File: src/hw/rmvs_pkg.sv
// Package for the regulator mode and voltage select decision block.
// Assumes a single clock domain (hclk) and an AHB-Lite register slave.
package rmvs_pkg;

    // Register byte offsets
    localparam logic [7:0] RMVS_OFF_CTRL     = 8'h00;
    localparam logic [7:0] RMVS_OFF_ASSIGN   = 8'h04;
    localparam logic [7:0] RMVS_OFF_BUCKCFG  = 8'h08;
    localparam logic [7:0] RMVS_OFF_VSELCFG  = 8'h0c;
    localparam logic [7:0] RMVS_OFF_LDOMAP   = 8'h10;
    localparam logic [7:0] RMVS_OFF_STATUS   = 8'h14;
    localparam logic [7:0] RMVS_OFF_MODES    = 8'h18;
    localparam logic [7:0] RMVS_OFF_ASSIGNLD = 8'h1c;

    // Control register fields
    localparam int RMVS_CTRL_GATE_BIT = 0;
    localparam int RMVS_CTRL_INV_BIT  = 1;

    // Reset values
    localparam logic [31:0] RMVS_RST_CTRL    = 32'h0000_0000;
    localparam logic [31:0] RMVS_RST_BUCKCFG = 32'h0000_0000;
    localparam logic [31:0] RMVS_RST_VSELCFG = 32'h0000_0000;
    localparam logic [31:0] RMVS_RST_LDOMAP  = 32'h0000_00e4;

    // Converter operating modes, two bits each
    localparam logic [1:0] RMVS_MODE_OFF  = 2'h0;
    localparam logic [1:0] RMVS_MODE_ECO  = 2'h1;
    localparam logic [1:0] RMVS_MODE_AUTO = 2'h2;
    localparam logic [1:0] RMVS_MODE_PWM  = 2'h3;

    // Device power states seen by this block
    typedef enum logic [1:0] {
        RMVS_ST_OTHER,
        RMVS_ST_ACTIVE,
        RMVS_ST_SLEEP
    } rmvs_dev_state_type;

endpackage

File: src/hw/rmvs_top.sv
// Regulator mode and voltage select decision logic with AHB-Lite registers.
// Assumes enable pins, strap and sleep pin are asynchronous to hclk.
`timescale 1ns/1ps
`default_nettype none
module rmvs_top
    import rmvs_pkg::*;
#(
    parameter int NBUCK = 4,
    parameter int NLDO  = 4,
    parameter int NPIN  = 4,
    parameter logic [31:0] OTP_ASSIGN = 32'h0000_0000
) (
    // Clock and reset
    input  wire logic                 hclk,
    input  wire logic                 hresetn,
    // AHB-Lite slave
    input  wire logic                 hsel,
    input  wire logic [31:0]          haddr,
    input  wire logic [1:0]           htrans,
    input  wire logic                 hwrite,
    input  wire logic [2:0]           hsize,
    input  wire logic [31:0]          hwdata,
    input  wire logic                 hready,
    output logic      [31:0]          hrdata,
    output logic                      hreadyout,
    output logic                      hresp,
    // Device state and interrupt status from the sequencer
    input  wire logic                 dev_active,
    input  wire logic                 dev_sleep_now,
    input  wire logic                 irq_pending,
    // Pins
    input  wire logic                 pin_remap_strap,
    input  wire logic [NPIN-1:0]      external_enable_pin,
    input  wire logic                 power_request_pin,
    input  wire logic                 clock_request_pin_one,
    input  wire logic                 clock_request_pin_two,
    input  wire logic                 low_power_request_pin,
    // Regulator controls
    output logic                      sleep_request,
    output logic      [2*NBUCK-1:0]   buck_mode,
    output logic      [NBUCK-1:0]     buck_use_alternate,
    output logic      [NLDO-1:0]      ldo_use_alternate
);
    localparam int NREG = NBUCK + NLDO;

    // All state of the block
    typedef struct packed {
        logic [1:0]       s1_strap;
        logic [NPIN-1:0]  s1_en;
        logic [2:0]       s1_req;
        logic             s1_lp;
        logic [1:0]       s2_strap;
        logic [NPIN-1:0]  s2_en;
        logic [2:0]       s2_req;
        logic             s2_lp;
        logic             loaded;
        logic [31:0]      ctrl;
        logic [31:0]      assign_pend;
        logic [31:0]      assign_live;
        logic [31:0]      buckcfg;
        logic [31:0]      vselcfg;
        logic [31:0]      ldomap;
        logic             dp_wr;
        logic             dp_rd;
        logic [7:0]       dp_addr;
        logic [31:0]      rdata;
        logic             sleep_req;
        logic [2*NBUCK-1:0] mode;
        logic [NBUCK-1:0] buck_alt;
        logic [NLDO-1:0]  ldo_alt;
    } rmvs_state_type;

    rmvs_state_type st_q;
    rmvs_state_type st_d;

    // Decode scratch
    logic [NREG-1:0]  combined_pin;
    logic [NREG-1:0]  assigned;
    logic [NREG-1:0]  low_cond;
    logic [NREG-1:0]  alt_sel;
    logic [NPIN-1:0]  vsel_pin;
    logic [NPIN-1:0]  en_src;
    logic             strap_ao;
    logic             pins_live;
    logic             sleep_acc;
    logic             in_sleep;

    // Combinational view of synchronised pins; only second stage is read
    always_comb begin
        strap_ao  = st_q.s2_strap[0];
        vsel_pin  = st_q.s2_en;
        pins_live = dev_active | dev_sleep_now;
        sleep_acc = st_q.ctrl[RMVS_CTRL_GATE_BIT] & ~irq_pending
                    & (st_q.s2_lp ^ st_q.ctrl[RMVS_CTRL_INV_BIT]);
        in_sleep  = dev_sleep_now | st_q.sleep_req;
        // Strap low moves enabling onto the request pins; fourth unused
        en_src = strap_ao ? st_q.s2_en : {1'b0, st_q.s2_req};
    end

    // Per-regulator pin combination and voltage choice
    for (genvar r = 0; r < NREG; r++) begin : g_reg
        logic [NPIN-1:0] amask;
        logic [1:0]      map_idx;
        logic            pinsel;
        // Each pin has a NREG-bit assignment field; a regulator may sit in
        // several pins and a pin may serve many regulators
        for (genvar p = 0; p < NPIN; p++) begin : g_pin
            assign amask[p] = st_q.assign_live[p*NREG + r];
        end
        assign assigned[r]     = |amask;
        assign combined_pin[r] = |(amask & en_src) & pins_live;
        assign low_cond[r]     = assigned[r] ? ~combined_pin[r] : in_sleep;
        // Converters own their pin; linear regulators follow the map field
        if (r < NBUCK) begin : g_buck_idx
            assign map_idx = 2'(r);
        end else begin : g_ldo_idx
            assign map_idx = st_q.ldomap[2*(r-NBUCK) +: 2];
        end
        assign pinsel  = vsel_pin[map_idx];
        always_comb begin
            if (!strap_ao) begin
                alt_sel[r] = pinsel;
            end else if (!low_cond[r]) begin
                alt_sel[r] = st_q.vselcfg[r];
            end else begin
                alt_sel[r] = st_q.vselcfg[r] | st_q.vselcfg[8+r];
            end
        end
    end

    // Next-state process: sync chains, bus, decode
    always_comb begin
        logic [1:0] m;
        logic       en_b;
        logic       pwm;
        logic       ret;
        logic       shut;
        logic       eco;
        m    = RMVS_MODE_OFF;
        en_b = 1'b0;
        pwm  = 1'b0;
        ret  = 1'b0;
        shut = 1'b0;
        eco  = 1'b0;
        st_d = st_q;
        st_d.s1_strap = {1'b0, pin_remap_strap};
        st_d.s1_en    = external_enable_pin;
        st_d.s1_req   = {clock_request_pin_two, clock_request_pin_one, power_request_pin};
        st_d.s1_lp    = low_power_request_pin;
        st_d.s2_strap = st_q.s1_strap;
        st_d.s2_en    = st_q.s1_en;
        st_d.s2_req   = st_q.s1_req;
        st_d.s2_lp    = st_q.s1_lp;
        // OTP defaults load once; rewrites become live whenever the device is neither active nor asleep
        if (!st_q.loaded) begin
            st_d.loaded      = 1'b1;
            st_d.assign_pend = OTP_ASSIGN;
            st_d.assign_live = OTP_ASSIGN;
        end else if (!dev_active && !dev_sleep_now) begin
            st_d.assign_live = st_q.assign_pend;
        end
        // Data phase write
        if (st_q.dp_wr) begin
            case (st_q.dp_addr)
                RMVS_OFF_CTRL:    st_d.ctrl        = hwdata & 32'h0000_0003;
                RMVS_OFF_ASSIGN:  st_d.assign_pend = hwdata;
                RMVS_OFF_BUCKCFG: st_d.buckcfg     = hwdata;
                RMVS_OFF_VSELCFG: st_d.vselcfg     = hwdata;
                RMVS_OFF_LDOMAP:  st_d.ldomap      = hwdata & 32'h0000_00ff;
                default: ;
            endcase
        end
        // Address phase capture
        st_d.dp_wr   = hsel & hready & htrans[1] & hwrite;
        st_d.dp_rd   = hsel & hready & htrans[1] & ~hwrite;
        st_d.dp_addr = haddr[7:0];
        if (hsel && hready && htrans[1] && !hwrite) begin
            case (haddr[7:0])
                RMVS_OFF_CTRL:     st_d.rdata = st_q.ctrl;
                RMVS_OFF_ASSIGN:   st_d.rdata = st_q.assign_pend;
                RMVS_OFF_BUCKCFG:  st_d.rdata = st_q.buckcfg;
                RMVS_OFF_VSELCFG:  st_d.rdata = st_q.vselcfg;
                RMVS_OFF_LDOMAP:   st_d.rdata = st_q.ldomap;
                RMVS_OFF_STATUS:   st_d.rdata = {24'h0, 3'h0, st_q.s2_strap[0],
                                                 st_q.sleep_req, st_q.s2_lp,
                                                 pins_live, sleep_acc};
                RMVS_OFF_MODES:    st_d.rdata = {8'h0, 4'h0, st_q.ldo_alt,
                                                 4'h0, st_q.buck_alt, st_q.mode};
                RMVS_OFF_ASSIGNLD: st_d.rdata = st_q.assign_live;
                default:           st_d.rdata = 32'h0;
            endcase
        end
        st_d.sleep_req = sleep_acc;
        // Converter mode decode; buckcfg per converter byte:
        // bit0 enable, 1 force PWM, 2 retain, 3 shut, 4 light load
        for (int b = 0; b < NBUCK; b++) begin
            en_b = st_q.buckcfg[8*b];
            pwm  = st_q.buckcfg[8*b+1];
            ret  = st_q.buckcfg[8*b+2];
            shut = st_q.buckcfg[8*b+3];
            eco  = st_q.buckcfg[8*b+4];
            if (!en_b) begin
                m = RMVS_MODE_OFF;
            end else if (assigned[b]) begin
                if (combined_pin[b] || ret) begin
                    m = pwm ? RMVS_MODE_PWM : RMVS_MODE_AUTO;
                end else if (shut) begin
                    m = RMVS_MODE_OFF;
                end else begin
                    m = pwm ? RMVS_MODE_PWM : RMVS_MODE_ECO;
                end
            end else if (strap_ao && in_sleep && !ret) begin
                if (shut) begin
                    m = RMVS_MODE_OFF;
                end else begin
                    m = pwm ? RMVS_MODE_PWM : RMVS_MODE_ECO;
                end
            end else begin
                if (pwm) begin
                    m = RMVS_MODE_PWM;
                end else begin
                    m = eco ? RMVS_MODE_ECO : RMVS_MODE_AUTO;
                end
            end
            st_d.mode[2*b +: 2] = m;
        end
        st_d.buck_alt = alt_sel[NBUCK-1:0];
        st_d.ldo_alt  = alt_sel[NREG-1:NBUCK];
    end

    // State register
    always_ff @(posedge hclk or negedge hresetn) begin
        if (!hresetn) begin
            st_q         <= '0;
            st_q.ctrl    <= RMVS_RST_CTRL;
            st_q.buckcfg <= RMVS_RST_BUCKCFG;
            st_q.vselcfg <= RMVS_RST_VSELCFG;
            st_q.ldomap  <= RMVS_RST_LDOMAP;
        end else begin
            st_q <= st_d;
        end
    end

    // Outputs; slave always ready, always OKAY
    assign hreadyout          = 1'b1;
    assign hresp              = 1'b0;
    assign hrdata             = st_q.rdata;
    assign sleep_request      = st_q.sleep_req;
    assign buck_mode          = st_q.mode;
    assign buck_use_alternate = st_q.buck_alt;
    assign ldo_use_alternate  = st_q.ldo_alt;

    // Checks
    property p_off_when_disabled;
        @(posedge hclk) disable iff (!hresetn)
        !st_q.buckcfg[0] |=> buck_mode[1:0] == RMVS_MODE_OFF;
    endproperty
    a_off_when_disabled: assert property (p_off_when_disabled)
        else $error("disabled converter not off");

    property p_sleep_gate;
        @(posedge hclk) disable iff (!hresetn)
        (!st_q.ctrl[RMVS_CTRL_GATE_BIT] || irq_pending) |=> !sleep_request;
    endproperty
    a_sleep_gate: assert property (p_sleep_gate)
        else $error("sleep taken while gated");

    property p_low_power_pin_invert;
        @(posedge hclk) disable iff (!hresetn)
        (st_q.ctrl[RMVS_CTRL_GATE_BIT] && !irq_pending
         && (st_q.s2_lp != st_q.ctrl[RMVS_CTRL_INV_BIT])) |=> sleep_request;
    endproperty
    a_low_power_pin_invert: assert property (p_low_power_pin_invert)
        else $error("sleep polarity wrong");

    property p_strap_gnd_vsel;
        @(posedge hclk) disable iff (!hresetn)
        !st_q.s2_strap[0] |=> buck_use_alternate[0] == $past(st_q.s2_en[0]);
    endproperty
    a_strap_gnd_vsel: assert property (p_strap_gnd_vsel)
        else $error("select pin not followed");

    property p_active_sel;
        @(posedge hclk) disable iff (!hresetn)
        (st_q.s2_strap[0] && !low_cond[0]) |=> buck_use_alternate[0] == $past(st_q.vselcfg[0]);
    endproperty
    a_active_sel: assert property (p_active_sel)
        else $error("active select wrong");

    property p_sleep_sel;
        @(posedge hclk) disable iff (!hresetn)
        (st_q.s2_strap[0] && low_cond[0] && st_q.vselcfg[8]) |=> buck_use_alternate[0];
    endproperty
    a_sleep_sel: assert property (p_sleep_sel)
        else $error("sleep select wrong");

    property p_assigned_high;
        @(posedge hclk) disable iff (!hresetn)
        (st_q.buckcfg[0] && assigned[0] && combined_pin[0] && !st_q.buckcfg[1])
        |=> buck_mode[1:0] == RMVS_MODE_AUTO;
    endproperty
    a_assigned_high: assert property (p_assigned_high)
        else $error("assigned high not auto");

    property p_assigned_shut;
        @(posedge hclk) disable iff (!hresetn)
        (st_q.buckcfg[0] && assigned[0] && !combined_pin[0]
         && !st_q.buckcfg[2] && st_q.buckcfg[3]) |=> buck_mode[1:0] == RMVS_MODE_OFF;
    endproperty
    a_assigned_shut: assert property (p_assigned_shut)
        else $error("assigned low shut not off");

    property p_pins_dead;
        @(posedge hclk) disable iff (!hresetn)
        (!dev_active && !dev_sleep_now) |-> combined_pin == '0;
    endproperty
    a_pins_dead: assert property (p_pins_dead)
        else $error("pins live outside active or sleep");

    property p_unassigned_pwm;
        @(posedge hclk) disable iff (!hresetn)
        (st_q.buckcfg[0] && st_q.buckcfg[1] && !assigned[0] && !in_sleep)
        |=> buck_mode[1:0] == RMVS_MODE_PWM;
    endproperty
    a_unassigned_pwm: assert property (p_unassigned_pwm)
        else $error("unassigned forced PWM not taken");

    property p_sleep_shut_off;
        @(posedge hclk) disable iff (!hresetn)
        (st_q.buckcfg[0] && !assigned[0] && strap_ao && in_sleep
         && !st_q.buckcfg[2] && st_q.buckcfg[3]) |=> buck_mode[1:0] == RMVS_MODE_OFF;
    endproperty
    a_sleep_shut_off: assert property (p_sleep_shut_off)
        else $error("unassigned sleep shut not off");

    property p_remap_source;
        @(posedge hclk) disable iff (!hresetn)
        (!strap_ao && pins_live && st_q.assign_live[0] && st_q.s2_req[0]) |-> combined_pin[0];
    endproperty
    a_remap_source: assert property (p_remap_source)
        else $error("request pin does not enable");

    property p_ldo_map;
        @(posedge hclk) disable iff (!hresetn)
        !strap_ao |=> ldo_use_alternate[0] == $past(vsel_pin[st_q.ldomap[1:0]]);
    endproperty
    a_ldo_map: assert property (p_ldo_map)
        else $error("linear select pin map wrong");

    c_sleep: cover property (@(posedge hclk) disable iff (!hresetn) $rose(sleep_request));
    c_pwm: cover property (@(posedge hclk) disable iff (!hresetn)
        buck_mode[1:0] == RMVS_MODE_PWM);
    c_alt: cover property (@(posedge hclk) disable iff (!hresetn) ldo_use_alternate[0]);
    c_remap: cover property (@(posedge hclk) disable iff (!hresetn)
        !strap_ao && (st_q.s2_req != 3'h0));
endmodule
`default_nettype wire

File: config.mk
export PLATFORM = sky130hd
export DESIGN_NAME = rmvs_top
export DESIGN_NICKNAME = d
export VERILOG_FILES = /design/src/hw/rmvs_pkg.sv /design/src/hw/rmvs_top.sv
export SDC_FILE = /design/constraint.sdc
export NUM_CORES = 1
export LEC_CHECK = 0
export BUFFER_PORTS_ARGS = -buffer_cell sky130_fd_sc_hd__buf_2
export CAP_MARGIN = 30
export CELL_PAD_IN_SITES_DETAIL_PLACEMENT = 2
export CELL_PAD_IN_SITES_GLOBAL_PLACEMENT = 2
export CORE_MARGIN = 3
export CORE_UTILIZATION = 39
export CTS_BUF_LIST = sky130_fd_sc_hd__clkbuf_16
export DETAILED_ROUTE_END_ITERATION = 6
export PLACE_DENSITY = 0.88
export RECOVER_POWER = 50
export SYNTH_ARGS = -nofsm -noshare
export SYNTH_HDL_FRONTEND = slang
export SYNTH_SLANG_ARGS = --single-unit
export TNS_END_PERCENT = 10
File: constraint.sdc
create_clock -name hclk -period 5 [get_ports hclk]
set_input_delay 0.25 -clock hclk [delete_from_list [all_inputs] [get_ports hclk]]
set_output_delay 0.25 -clock hclk [all_outputs]
set_load 0.05 [all_outputs]
==> metrics.txt, run 1 <==
# TYPE chip_impl_metric gauge
chip_impl_info{name="outcome",value="finished, violations left"} 1
chip_impl_info{name="failed_checks",value="max-capacitance violations, max-slew violations"} 1
chip_impl_metric{name="worst_r2r_path_depth",unit=""} 3
chip_impl_metric{name="drt_first_iter_violations",unit=""} 645
chip_impl_metric{name="drt-wirelength-per-cell",unit="um"} 28.4
chip_impl_metric{name="synth-warning-count",unit=""} 0
chip_impl_metric{name="internal_power",unit="W"} 0.00286
chip_impl_metric{name="std_cell_rows",unit=""} 58
chip_impl_metric{name="grt_max_degree",unit=""} 125
chip_impl_metric{name="ys_seq_elements",unit=""} 215
chip_impl_info{name="crit-reg2reg-launch",value="st_q[251]"} 1
chip_impl_metric{name="overall_global_routing_resource_usage",unit="%"} 28.0
chip_impl_metric{name="post-route-period-util",unit="%"} 71.7
chip_impl_metric{name="grt_first_pass_wirelength",unit="mm"} 60.9
chip_impl_info{name="worst_path_cell_trace",value="buf_2 > clkbuf_1 > nor2b_1 > and2_1 > o2bb2ai_1 > a22oi_1 > o21ai_0"} 1
chip_impl_metric{name="fin_nets",unit=""} 1144
chip_impl_info{name="cts_tree",value="done"} 1
chip_impl_metric{name="detailed_place_hpwl",unit="mm"} 24.8
chip_impl_metric{name="postPlaceCellArea",unit="sq um"} 10800
chip_impl_metric{name="die_h",unit="um"} 169
chip_impl_metric{name="p_per_area",unit="nW/um^2"} 326
chip_impl_info{name="post_synth_main_area_contributors",value="sky130_fd_sc_hd__dfrtp_1 (51%), sky130_fd_sc_hd__mux2_2 (8.6%), sky130_fd_sc_hd__nand2_1 (6.0%)"} 1
chip_impl_info{name="cp-end-kind",value="flip-flop"} 1
chip_impl_info{name="synthMostInstantiatedCell",value="sky130_fd_sc_hd__dfrtp_1"} 1
chip_impl_metric{name="stdcell_count",unit=""} 1408
chip_impl_metric{name="timing_worst_slew_pin_value",unit="ns"} 3.22
chip_impl_metric{name="p_sw",unit="W"} 0.00102
chip_impl_metric{name="insertion_delay",unit="ns"} 0.54
chip_impl_metric{name="avgSynthCellArea",unit="sq um"} 10.6
chip_impl_metric{name="layout-drive-gt1-share",unit="%"} 17.9
chip_impl_metric{name="path_clk_slew",unit="ns"} 0.06
chip_impl_metric{name="cp_num_cells",unit=""} 7
chip_impl_metric{name="design.portCount",unit=""} 137
chip_impl_metric{name="synth_top_cell_area_share",unit="%"} 51.1
chip_impl_metric{name="crit_path_max_incr_delay",unit="ns"} 1.84
chip_impl_metric{name="reg2reg_setup_slack",unit="ns"} 1.63
chip_impl_metric{name="p_sw_share",unit="%"} 26.2
chip_impl_metric{name="layout_setup_ws",unit="ns"} 1.41
chip_impl_info{name="synth-main-ff-cell",value="sky130_fd_sc_hd__dfrtp_1"} 1
chip_impl_metric{name="timing.final.hold_violations",unit=""} 0
chip_impl_metric{name="critical_path_peak_fanout",unit=""} 35
chip_impl_metric{name="ys_async_sr_fraction",unit="%"} 100
chip_impl_metric{name="fp.coreArea",unit="sq um"} 25600
chip_impl_metric{name="timing.critical_path.arrival",unit="ns"} 3.99
chip_impl_info{name="synth_largest_area_cell",value="sky130_fd_sc_hd__dfrtp_1"} 1
chip_impl_info{name="criticalPathCategory",value="in2reg"} 1
chip_impl_metric{name="drc",unit=""} 0
chip_impl_metric{name="detailedRoute.firstPassIterationCount",unit=""} 5
chip_impl_metric{name="grt-ovfl-total",unit=""} 0
chip_impl_metric{name="numPlacedInstances",unit=""} 1318
chip_impl_metric{name="numClockSinks",unit=""} 215
chip_impl_info{name="destination_of_the_worst_register_to_register_timing_path",value="st_q[190]"} 1
chip_impl_metric{name="antennaDiodeCount",unit=""} 0
chip_impl_metric{name="maxSlewHeadroom",unit="%"} -115
chip_impl_metric{name="skew",unit="ns"} 0.0180
chip_impl_metric{name="setup_violations",unit=""} 0
chip_impl_metric{name="via_per_inst",unit=""} 6.14
chip_impl_metric{name="antenna_left",unit=""} 0
chip_impl_metric{name="critical_path_buf_inv_count",unit=""} 2
chip_impl_metric{name="cts_max_path_buffers",unit=""} 3
chip_impl_metric{name="die-area",unit="sq um"} 28500
chip_impl_metric{name="power.leakage",unit="nW"} 5.04
chip_impl_metric{name="timing.max_cap.violations",unit=""} 4
chip_impl_metric{name="dp_worst_setup_slack",unit="ns"} 1.99
chip_impl_metric{name="power.clock.fraction",unit="%"} 44.3
chip_impl_info{name="slowest_cell_on_the_critical_path",value="sky130_fd_sc_hd__clkbuf_1"} 1
chip_impl_metric{name="die-width",unit="um"} 169
chip_impl_metric{name="cts_resized",unit=""} 0
chip_impl_metric{name="total_power",unit="W"} 0.00387
chip_impl_metric{name="place_congestion",unit=""} 0.871
chip_impl_metric{name="htree_levels",unit=""} 1
chip_impl_metric{name="cts_inserted_buffers",unit=""} 26
chip_impl_info{name="sort_of_element_at_the_start_of_the_critical_path",value="primary input"} 1
chip_impl_metric{name="route.final.wire_length",unit="mm"} 40.0
chip_impl_metric{name="antenna_found_initial",unit=""} 0
chip_impl_metric{name="number_of_distinct_library_cell_variants_in_the_gate_level_netlist_after_synthesis",unit=""} 54
chip_impl_metric{name="start_util",unit="%"} 40.3
chip_impl_metric{name="post_cts.repair.setup_buffers",unit=""} 0
chip_impl_metric{name="layout.cell_area.non_filler",unit="sq um"} 11900
chip_impl_info{name="setup.worst_path.end",value="hrdata[22]"} 1
chip_impl_metric{name="vdd.ir_drop.worst",unit="mV"} 0.201
chip_impl_info{name="critical_path.startpoint",value="haddr[3]"} 1
chip_impl_metric{name="seq_area_frac_synth",unit="%"} 52.1
chip_impl_metric{name="p_seq_share",unit="%"} 47.2
chip_impl_metric{name="cp_data_required_time",unit="ns"} 5.40
chip_impl_metric{name="pwr-share-comb",unit="%"} 8.5
chip_impl_metric{name="number_of_flops_mapped_to_enable_cells_by_yosys",unit=""} 0
chip_impl_info{name="unrepaired_setup_endpoints_after_global_routing",value="no"} 1
chip_impl_metric{name="clock.fmax",unit="GHz"} 0.279
chip_impl_metric{name="first_global_vias",unit=""} 9725
chip_impl_info{name="crit_family",value="buffers and inverters"} 1
chip_impl_metric{name="timing_max_transition_violations_final",unit=""} 261
chip_impl_info{name="cts.root.buffer_cell",value="sky130_fd_sc_hd__clkbuf_16"} 1
chip_impl_metric{name="synthesis.instances",unit=""} 977
chip_impl_info{name="min-delay-path-class",value="in2reg"} 1
chip_impl_metric{name="post_route_minimum_period",unit="ns"} 3.59
chip_impl_metric{name="syn-cell-area",unit="sq um"} 10300
chip_impl_metric{name="summed_negative_setup_slack_over_all_endpoints",unit="ns"} 0
chip_impl_metric{name="num_vias",unit=""} 8641
chip_impl_info{name="yosys-top-cells-count",value="sky130_fd_sc_hd__dfrtp_1 (211), sky130_fd_sc_hd__nand2_1 (164), sky130_fd_sc_hd__mux2_2 (79)"} 1
chip_impl_metric{name="port-buffer-count",unit=""} 106
chip_impl_metric{name="layout-area-overhead-vs-synth",unit="%"} 15.1
-- sequential cells by signal, summed over array words and instances, names as in the netlist --
| register | count |
|---|---|
| vsel_pin | 4 |
| st_q | 113 |
| st_d | 9 |
| hrdata | 32 |
| buck_mode | 8 |
| g.amask | 32 |
| g.map_idx | 8 |
| sleep_request | 1 |
| buck_use_alternate | 4 |
| ldo_use_alternate | 4 |
-- layout by cell type (no fill, tap or decap), drive strengths merged, types with 6 or more instances in the layout --
cell type and n:
nand3 6, dlygate4sd3 42, mux2 80, o211ai 8, clkinv 13, a21oi 36
nor2 33, dfrtp 211, nand2 164, o22ai 9, o2bb2ai 10, mux2i 34
a22o 17, nor3 13, nor4 10, o21ai 67, buf 60, a21boi 32
a221o 13, a22oi 38, a32o 7, nor2b 7, a31oi 8, inv 22
clkbuf 87
-- metrics by stage --
step                      hold slack [ns]  utilization (%)
after global routing               0.0121             46.4
final                              0.0132             46.4
after global placement              0.333             42.1
after detailed placement            0.340             42.2
after floorplan                   -0.0456                -
after CTS                        0.000965             46.8
-- worst min-delay path by stage --
stage | startpoint | to | slack [ns] | cells after the start
floorplan | hresetn | buck_mode[0] | -0.05 | 0
global placement | st_d[260] | st_q[260] | 0.33 | 0
detailed placement | st_d[256] | vsel_pin[0] | 0.34 | 0
CTS | hwdata[30] | st_q[121] | 0.001 | 2
global route | hwdata[30] | st_q[121] | 0.01 | 2
finish | hwdata[5] | st_q[96] | 0.01 | 2
-- layout make-up --
class                           instances  area, sq um
Fill cell                            2612        13700
Sequential cell                       215         5390
Multi-Input combinational cell        639         4290
Timing Repair Buffer                  162          985
Clock buffer                           27          676
Tap cell                              330          413
Clock inverter                         21         85.1
Inverter                               14         52.6
-- metal layers --
layer,up-vias,global-route usage [%],share of wire (%)
met5,-,0,0
met4,0,13.8,5.1
met3,122,5.18,6.6
met2,406,45.6,48
met1,4480,36.1,41
li1,3633,-,-
-- kinds of logic (layout without fill, tap and decap cells) --
logic type	Yosys count	after routing	share of synthesized area (%)
buffers and inverters	124	224	6.69
flip-flops	215	215	52.1
AO/OA/AOI/OAI	261	261	17.2
other	2	3	0.0727
XOR/XNOR	1	1	0.0848
AND/OR/NAND/NOR	256	256	10.8
multiplexers	118	118	12.9
-- power by group through the flow --
| stage | Sequential, W | Combinational (W) | Clock [W] |
|---|---|---|---|
| finish | 0.00183 | 0.000331 | 0.00171 |
| global route | 0.00183 | 0.000354 | 0.00182 |
| CTS | 0.00182 | 0.000329 | 0.00174 |
| detailed placement | 0.00185 | 0.000298 | 0 |
| global placement | 0.00185 | 0.000285 | 0 |
| floorplan | 0.00183 | 0.000172 | 0 |
-- repair_timing --
action	4_1_cts	5_1_grt
endpoints found under the setup margin	0	0
hold endpoints to repair	192	0
hold buffers	42	0
No activity file was read; power rests on OpenSTA's default activity.
==> run 2, diff against run 1 <==
--- a/config.mk
+++ b/config.mk
@@ -5,15 +5,16 @@
 export SDC_FILE = /design/constraint.sdc
 export NUM_CORES = 1
 export LEC_CHECK = 0
+export ABC_AREA = 1
 export BUFFER_PORTS_ARGS = -buffer_cell sky130_fd_sc_hd__buf_2
 export CAP_MARGIN = 30
 export CELL_PAD_IN_SITES_DETAIL_PLACEMENT = 2
 export CELL_PAD_IN_SITES_GLOBAL_PLACEMENT = 2
 export CORE_MARGIN = 3
-export CORE_UTILIZATION = 39
+export CORE_UTILIZATION = 34
 export CTS_BUF_LIST = sky130_fd_sc_hd__clkbuf_16
 export DETAILED_ROUTE_END_ITERATION = 6
-export PLACE_DENSITY = 0.88
+export PLACE_DENSITY = 0.85
 export RECOVER_POWER = 50
 export SYNTH_ARGS = -nofsm -noshare
 export SYNTH_HDL_FRONTEND = slang
==> constraint.sdc (replaced) <==
create_clock -name hclk -period 3.5 [get_ports hclk]
set_input_delay 0.175 -clock hclk [delete_from_list [all_inputs] [get_ports hclk]]
set_output_delay 0.175 -clock hclk [all_outputs]
set_load 0.05 [all_outputs]
==> metrics.txt, run 2 <==
# TYPE chip_impl_metric gauge
chip_impl_info{name="outcome",value="finished, violations left"} 1
chip_impl_info{name="failed_checks",value="max-capacitance violations, max-slew violations"} 1
chip_impl_metric{name="seq_area_frac_synth",unit="%"} 51.7
chip_impl_metric{name="drc",unit=""} 0
chip_impl_metric{name="antennaDiodeCount",unit=""} 0
chip_impl_metric{name="overall_global_routing_resource_usage",unit="%"} 24.3
chip_impl_metric{name="number_of_distinct_library_cell_variants_in_the_gate_level_netlist_after_synthesis",unit=""} 35
chip_impl_info{name="layout_common_cells",value="sky130_fd_sc_hd__nand2_1 (428), sky130_fd_sc_hd__dfrtp_1 (211), sky130_fd_sc_hd__o21ai_0 (168), sky130_fd_sc_hd__inv_1 (162), sky130_fd_sc_hd__nor2_1 (85)"} 1
chip_impl_metric{name="layout-drive-gt1-share",unit="%"} 10.4
chip_impl_metric{name="fin_nets",unit=""} 1506
chip_impl_metric{name="total_power",unit="W"} 0.00543
chip_impl_metric{name="via_per_inst",unit=""} 5.21
chip_impl_metric{name="first_global_vias",unit=""} 10700
chip_impl_metric{name="route.final.wire_length",unit="mm"} 39.7
chip_impl_metric{name="setup_violations",unit=""} 0
chip_impl_metric{name="drt-wirelength-per-cell",unit="um"} 21.7
chip_impl_metric{name="power.leakage",unit="nW"} 6.32
chip_impl_metric{name="multi_input_area",unit="sq um"} 3820
chip_impl_metric{name="antenna_found_initial",unit=""} 0
chip_impl_metric{name="cp_data_required_time",unit="ns"} 3.90
chip_impl_metric{name="post-route-period-util",unit="%"} 81.0
chip_impl_metric{name="synth-simple-area-share",unit="%"} 22.8
chip_impl_info{name="criticalPathCategory",value="reg2reg"} 1
chip_impl_metric{name="htree_levels",unit=""} 1
chip_impl_info{name="unrepaired_setup_endpoints_after_global_routing",value="no"} 1
chip_impl_metric{name="timing.max_cap.violations",unit=""} 2
chip_impl_info{name="post_synth_main_area_contributors",value="sky130_fd_sc_hd__dfrtp_1 (51%), sky130_fd_sc_hd__nand2_1 (15%), sky130_fd_sc_hd__o21ai_0 (8.1%)"} 1
chip_impl_metric{name="p_per_area",unit="nW/um^2"} 447
chip_impl_metric{name="insertion_delay",unit="ns"} 0.54
chip_impl_metric{name="summed_negative_setup_slack_over_all_endpoints",unit="ns"} 0
chip_impl_metric{name="layout.cell_area.non_filler",unit="sq um"} 12100
chip_impl_metric{name="synthMuxAreaShare",unit="%"} 0
chip_impl_info{name="cts.root.buffer_cell",value="sky130_fd_sc_hd__clkbuf_16"} 1
chip_impl_metric{name="antenna_left",unit=""} 0
chip_impl_metric{name="place_congestion",unit=""} 0.825
chip_impl_metric{name="die_h",unit="um"} 181
chip_impl_info{name="yosys-top-cells-count",value="sky130_fd_sc_hd__nand2_1 (430), sky130_fd_sc_hd__dfrtp_1 (211), sky130_fd_sc_hd__o21ai_0 (168)"} 1
chip_impl_metric{name="synthesis.instances",unit=""} 1320
chip_impl_metric{name="ys_seq_elements",unit=""} 215
chip_impl_metric{name="n_fill_cell",unit=""} 3446
chip_impl_metric{name="design.portCount",unit=""} 137
chip_impl_metric{name="numClockSinks",unit=""} 215
chip_impl_info{name="dominant_combinational_cell_family_by_area_after_synthesis",value="simple AND/OR/NAND/NOR gates"} 1
chip_impl_info{name="synth-main-ff-cell",value="sky130_fd_sc_hd__dfrtp_1"} 1
chip_impl_metric{name="syn-cell-area",unit="sq um"} 10400
chip_impl_metric{name="synth_top_cell_area_share",unit="%"} 50.7
chip_impl_metric{name="die-width",unit="um"} 181
chip_impl_metric{name="path_clk_slew",unit="ns"} 0.07
chip_impl_info{name="most_common_cell_after_layout_fill_and_taps_aside",value="sky130_fd_sc_hd__nand2_1"} 1
chip_impl_metric{name="drt_first_iter_violations",unit=""} 577
chip_impl_metric{name="port-buffer-count",unit=""} 106
chip_impl_info{name="sort_of_element_at_the_start_of_the_critical_path",value="flip-flop"} 1
chip_impl_metric{name="ys_async_sr_fraction",unit="%"} 100
chip_impl_metric{name="cts_inserted_buffers",unit=""} 26
chip_impl_metric{name="grt-ovfl-total",unit=""} 0
chip_impl_metric{name="die-area",unit="sq um"} 32800
chip_impl_metric{name="timing.critical_path.arrival",unit="ns"} 3.23
chip_impl_info{name="min-delay-path-class",value="in2reg"} 1
chip_impl_metric{name="maxSlewHeadroom",unit="%"} -70.4
chip_impl_metric{name="timing_worst_slew_pin_value",unit="ns"} 2.56
chip_impl_metric{name="yosys.area_share.adder",unit="%"} 0
chip_impl_metric{name="postPlaceCellArea",unit="sq um"} 10900
chip_impl_metric{name="fp.coreArea",unit="sq um"} 30000
chip_impl_metric{name="timing_max_transition_violations_final",unit=""} 136
chip_impl_metric{name="critical_path_peak_fanout",unit=""} 38
chip_impl_metric{name="synth-xor-area-share",unit="%"} 0
chip_impl_metric{name="cts_resized",unit=""} 0
chip_impl_metric{name="largest_register_ffs",unit=""} 113
chip_impl_metric{name="detailed_place_hpwl",unit="mm"} 26.0
chip_impl_metric{name="grt_max_degree",unit=""} 98
chip_impl_metric{name="synth_compound_gate_area_share",unit="%"} 13.6
chip_impl_metric{name="final-seq-area",unit="sq um"} 5390
chip_impl_metric{name="vdd.ir_drop.worst",unit="mV"} 0.313
chip_impl_metric{name="timing.final.hold_violations",unit=""} 0
chip_impl_metric{name="grt_first_pass_wirelength",unit="mm"} 62.9
chip_impl_info{name="cp-end-kind",value="flip-flop"} 1
chip_impl_metric{name="avgSynthCellArea",unit="sq um"} 7.89
chip_impl_info{name="synthMostInstantiatedCell",value="sky130_fd_sc_hd__nand2_1"} 1
chip_impl_metric{name="layout-area-overhead-vs-synth",unit="%"} 16.6
chip_impl_metric{name="num_vias",unit=""} 9531
chip_impl_metric{name="skew",unit="ns"} 0.0143
chip_impl_metric{name="start_util",unit="%"} 34.8
chip_impl_metric{name="detailedRoute.firstPassIterationCount",unit=""} 5
chip_impl_info{name="synth_largest_area_cell",value="sky130_fd_sc_hd__dfrtp_1"} 1
chip_impl_info{name="largest-register",value="st_q"} 1
chip_impl_metric{name="clock.fmax",unit="GHz"} 0.353
chip_impl_metric{name="hold_slack",unit="ns"} 0.0179
chip_impl_metric{name="synth-warning-count",unit=""} 0
chip_impl_metric{name="number_of_flops_mapped_to_enable_cells_by_yosys",unit=""} 0
chip_impl_metric{name="post_route_minimum_period",unit="ns"} 2.83
chip_impl_metric{name="std_cell_rows",unit=""} 63
chip_impl_metric{name="cts_max_path_buffers",unit=""} 3
chip_impl_info{name="cts_tree",value="done"} 1
-- run 2: layout make-up --
cell class	instances	share of cell area, %
clock inverter	21	0.752
timing repair buffer	172	9.06
sequential	215	44.4
tap	390	4.02
clock buffer	27	5.56
multi-input combinational	849	31.4
inverter	156	4.82
-- run 2: cell families (layout without fill, tap and decap cells) --
| kind of cell | after synthesis | after routing |
|---|---|---|
| and+or+nand+nor | 593 | 593 |
| buffers and inverters | 257 | 376 |
| AOI/OAI and AO/OA | 253 | 253 |
| DFF | 215 | 215 |
| other | 2 | 3 |
-- run 2: per-layer routing --
metal  wire length, um  track usage (%)  part of all wire, %  up-vias
met1             17300             32.2                   44     4922
li1                  -                -                    -     4304
met5                 0                0                    0        -
met2             19600             42.0                   49      228
met4              1290             7.10                  3.3        0
met3              1500             2.82                  3.8       77
-- run 2: report_power, final --
part	internal, W	total [W]	leakage [nW]	switching (W)
Clock	0.00139	0.00249	0.412	0.00111
Combinational	0.000104	0.000373	3.41	0.000268
Sequential	0.00253	0.00257	2.49	0.0000367
Total	0.00402	0.00543	6.32	0.00141
-- run 2: critical path, stage by stage (launching register included) --
cell and delay [ns]:
sky130_fd_sc_hd__dfrtp_1 0.37, sky130_fd_sc_hd__clkbuf_1 1.64, sky130_fd_sc_hd__nand2_1 0.25, sky130_fd_sc_hd__inv_1 0.18, sky130_fd_sc_hd__nand2_1 0.07, sky130_fd_sc_hd__o21ai_0 0.18
-- run 2: timing repair --
| action | 4_1_cts | 5_1_grt |
|---|---|---|
| buffers inserted | 0 | 0 |
| hold buffers | 50 | 0 |
| hold endpoints to repair | 181 | 0 |
-- run 2: per-stage QoR --
stage	util, %	setup WS, ns	instances
global placement	36.5	1.24	1732
finish	40.5	0.667	1830
floorplan	-	1.96	1321
global route	40.5	0.471	1830
detailed placement	36.5	1.13	1732
CTS	40.8	1.04	1830
-- run 2: final timing paths --
kind | startpoint | endpoint | slack [ns] | cells after the start
worst max-delay path | st_q[251] | g_reg[1].amask[0] | 0.67 | 5
worst min-delay path | hwdata[4] | st_q[127] | 0.02 | 3
worst max register to register | st_q[251] | g_reg[1].amask[0] | 0.67 | 5
worst min register to register | st_d[255] | st_q[255] | 0.35 | 0
max in group asynchronous | hresetn | st_q[114] | 0.95 | 3
min in group asynchronous | hresetn | vsel_pin[0] | 0.96 | 2
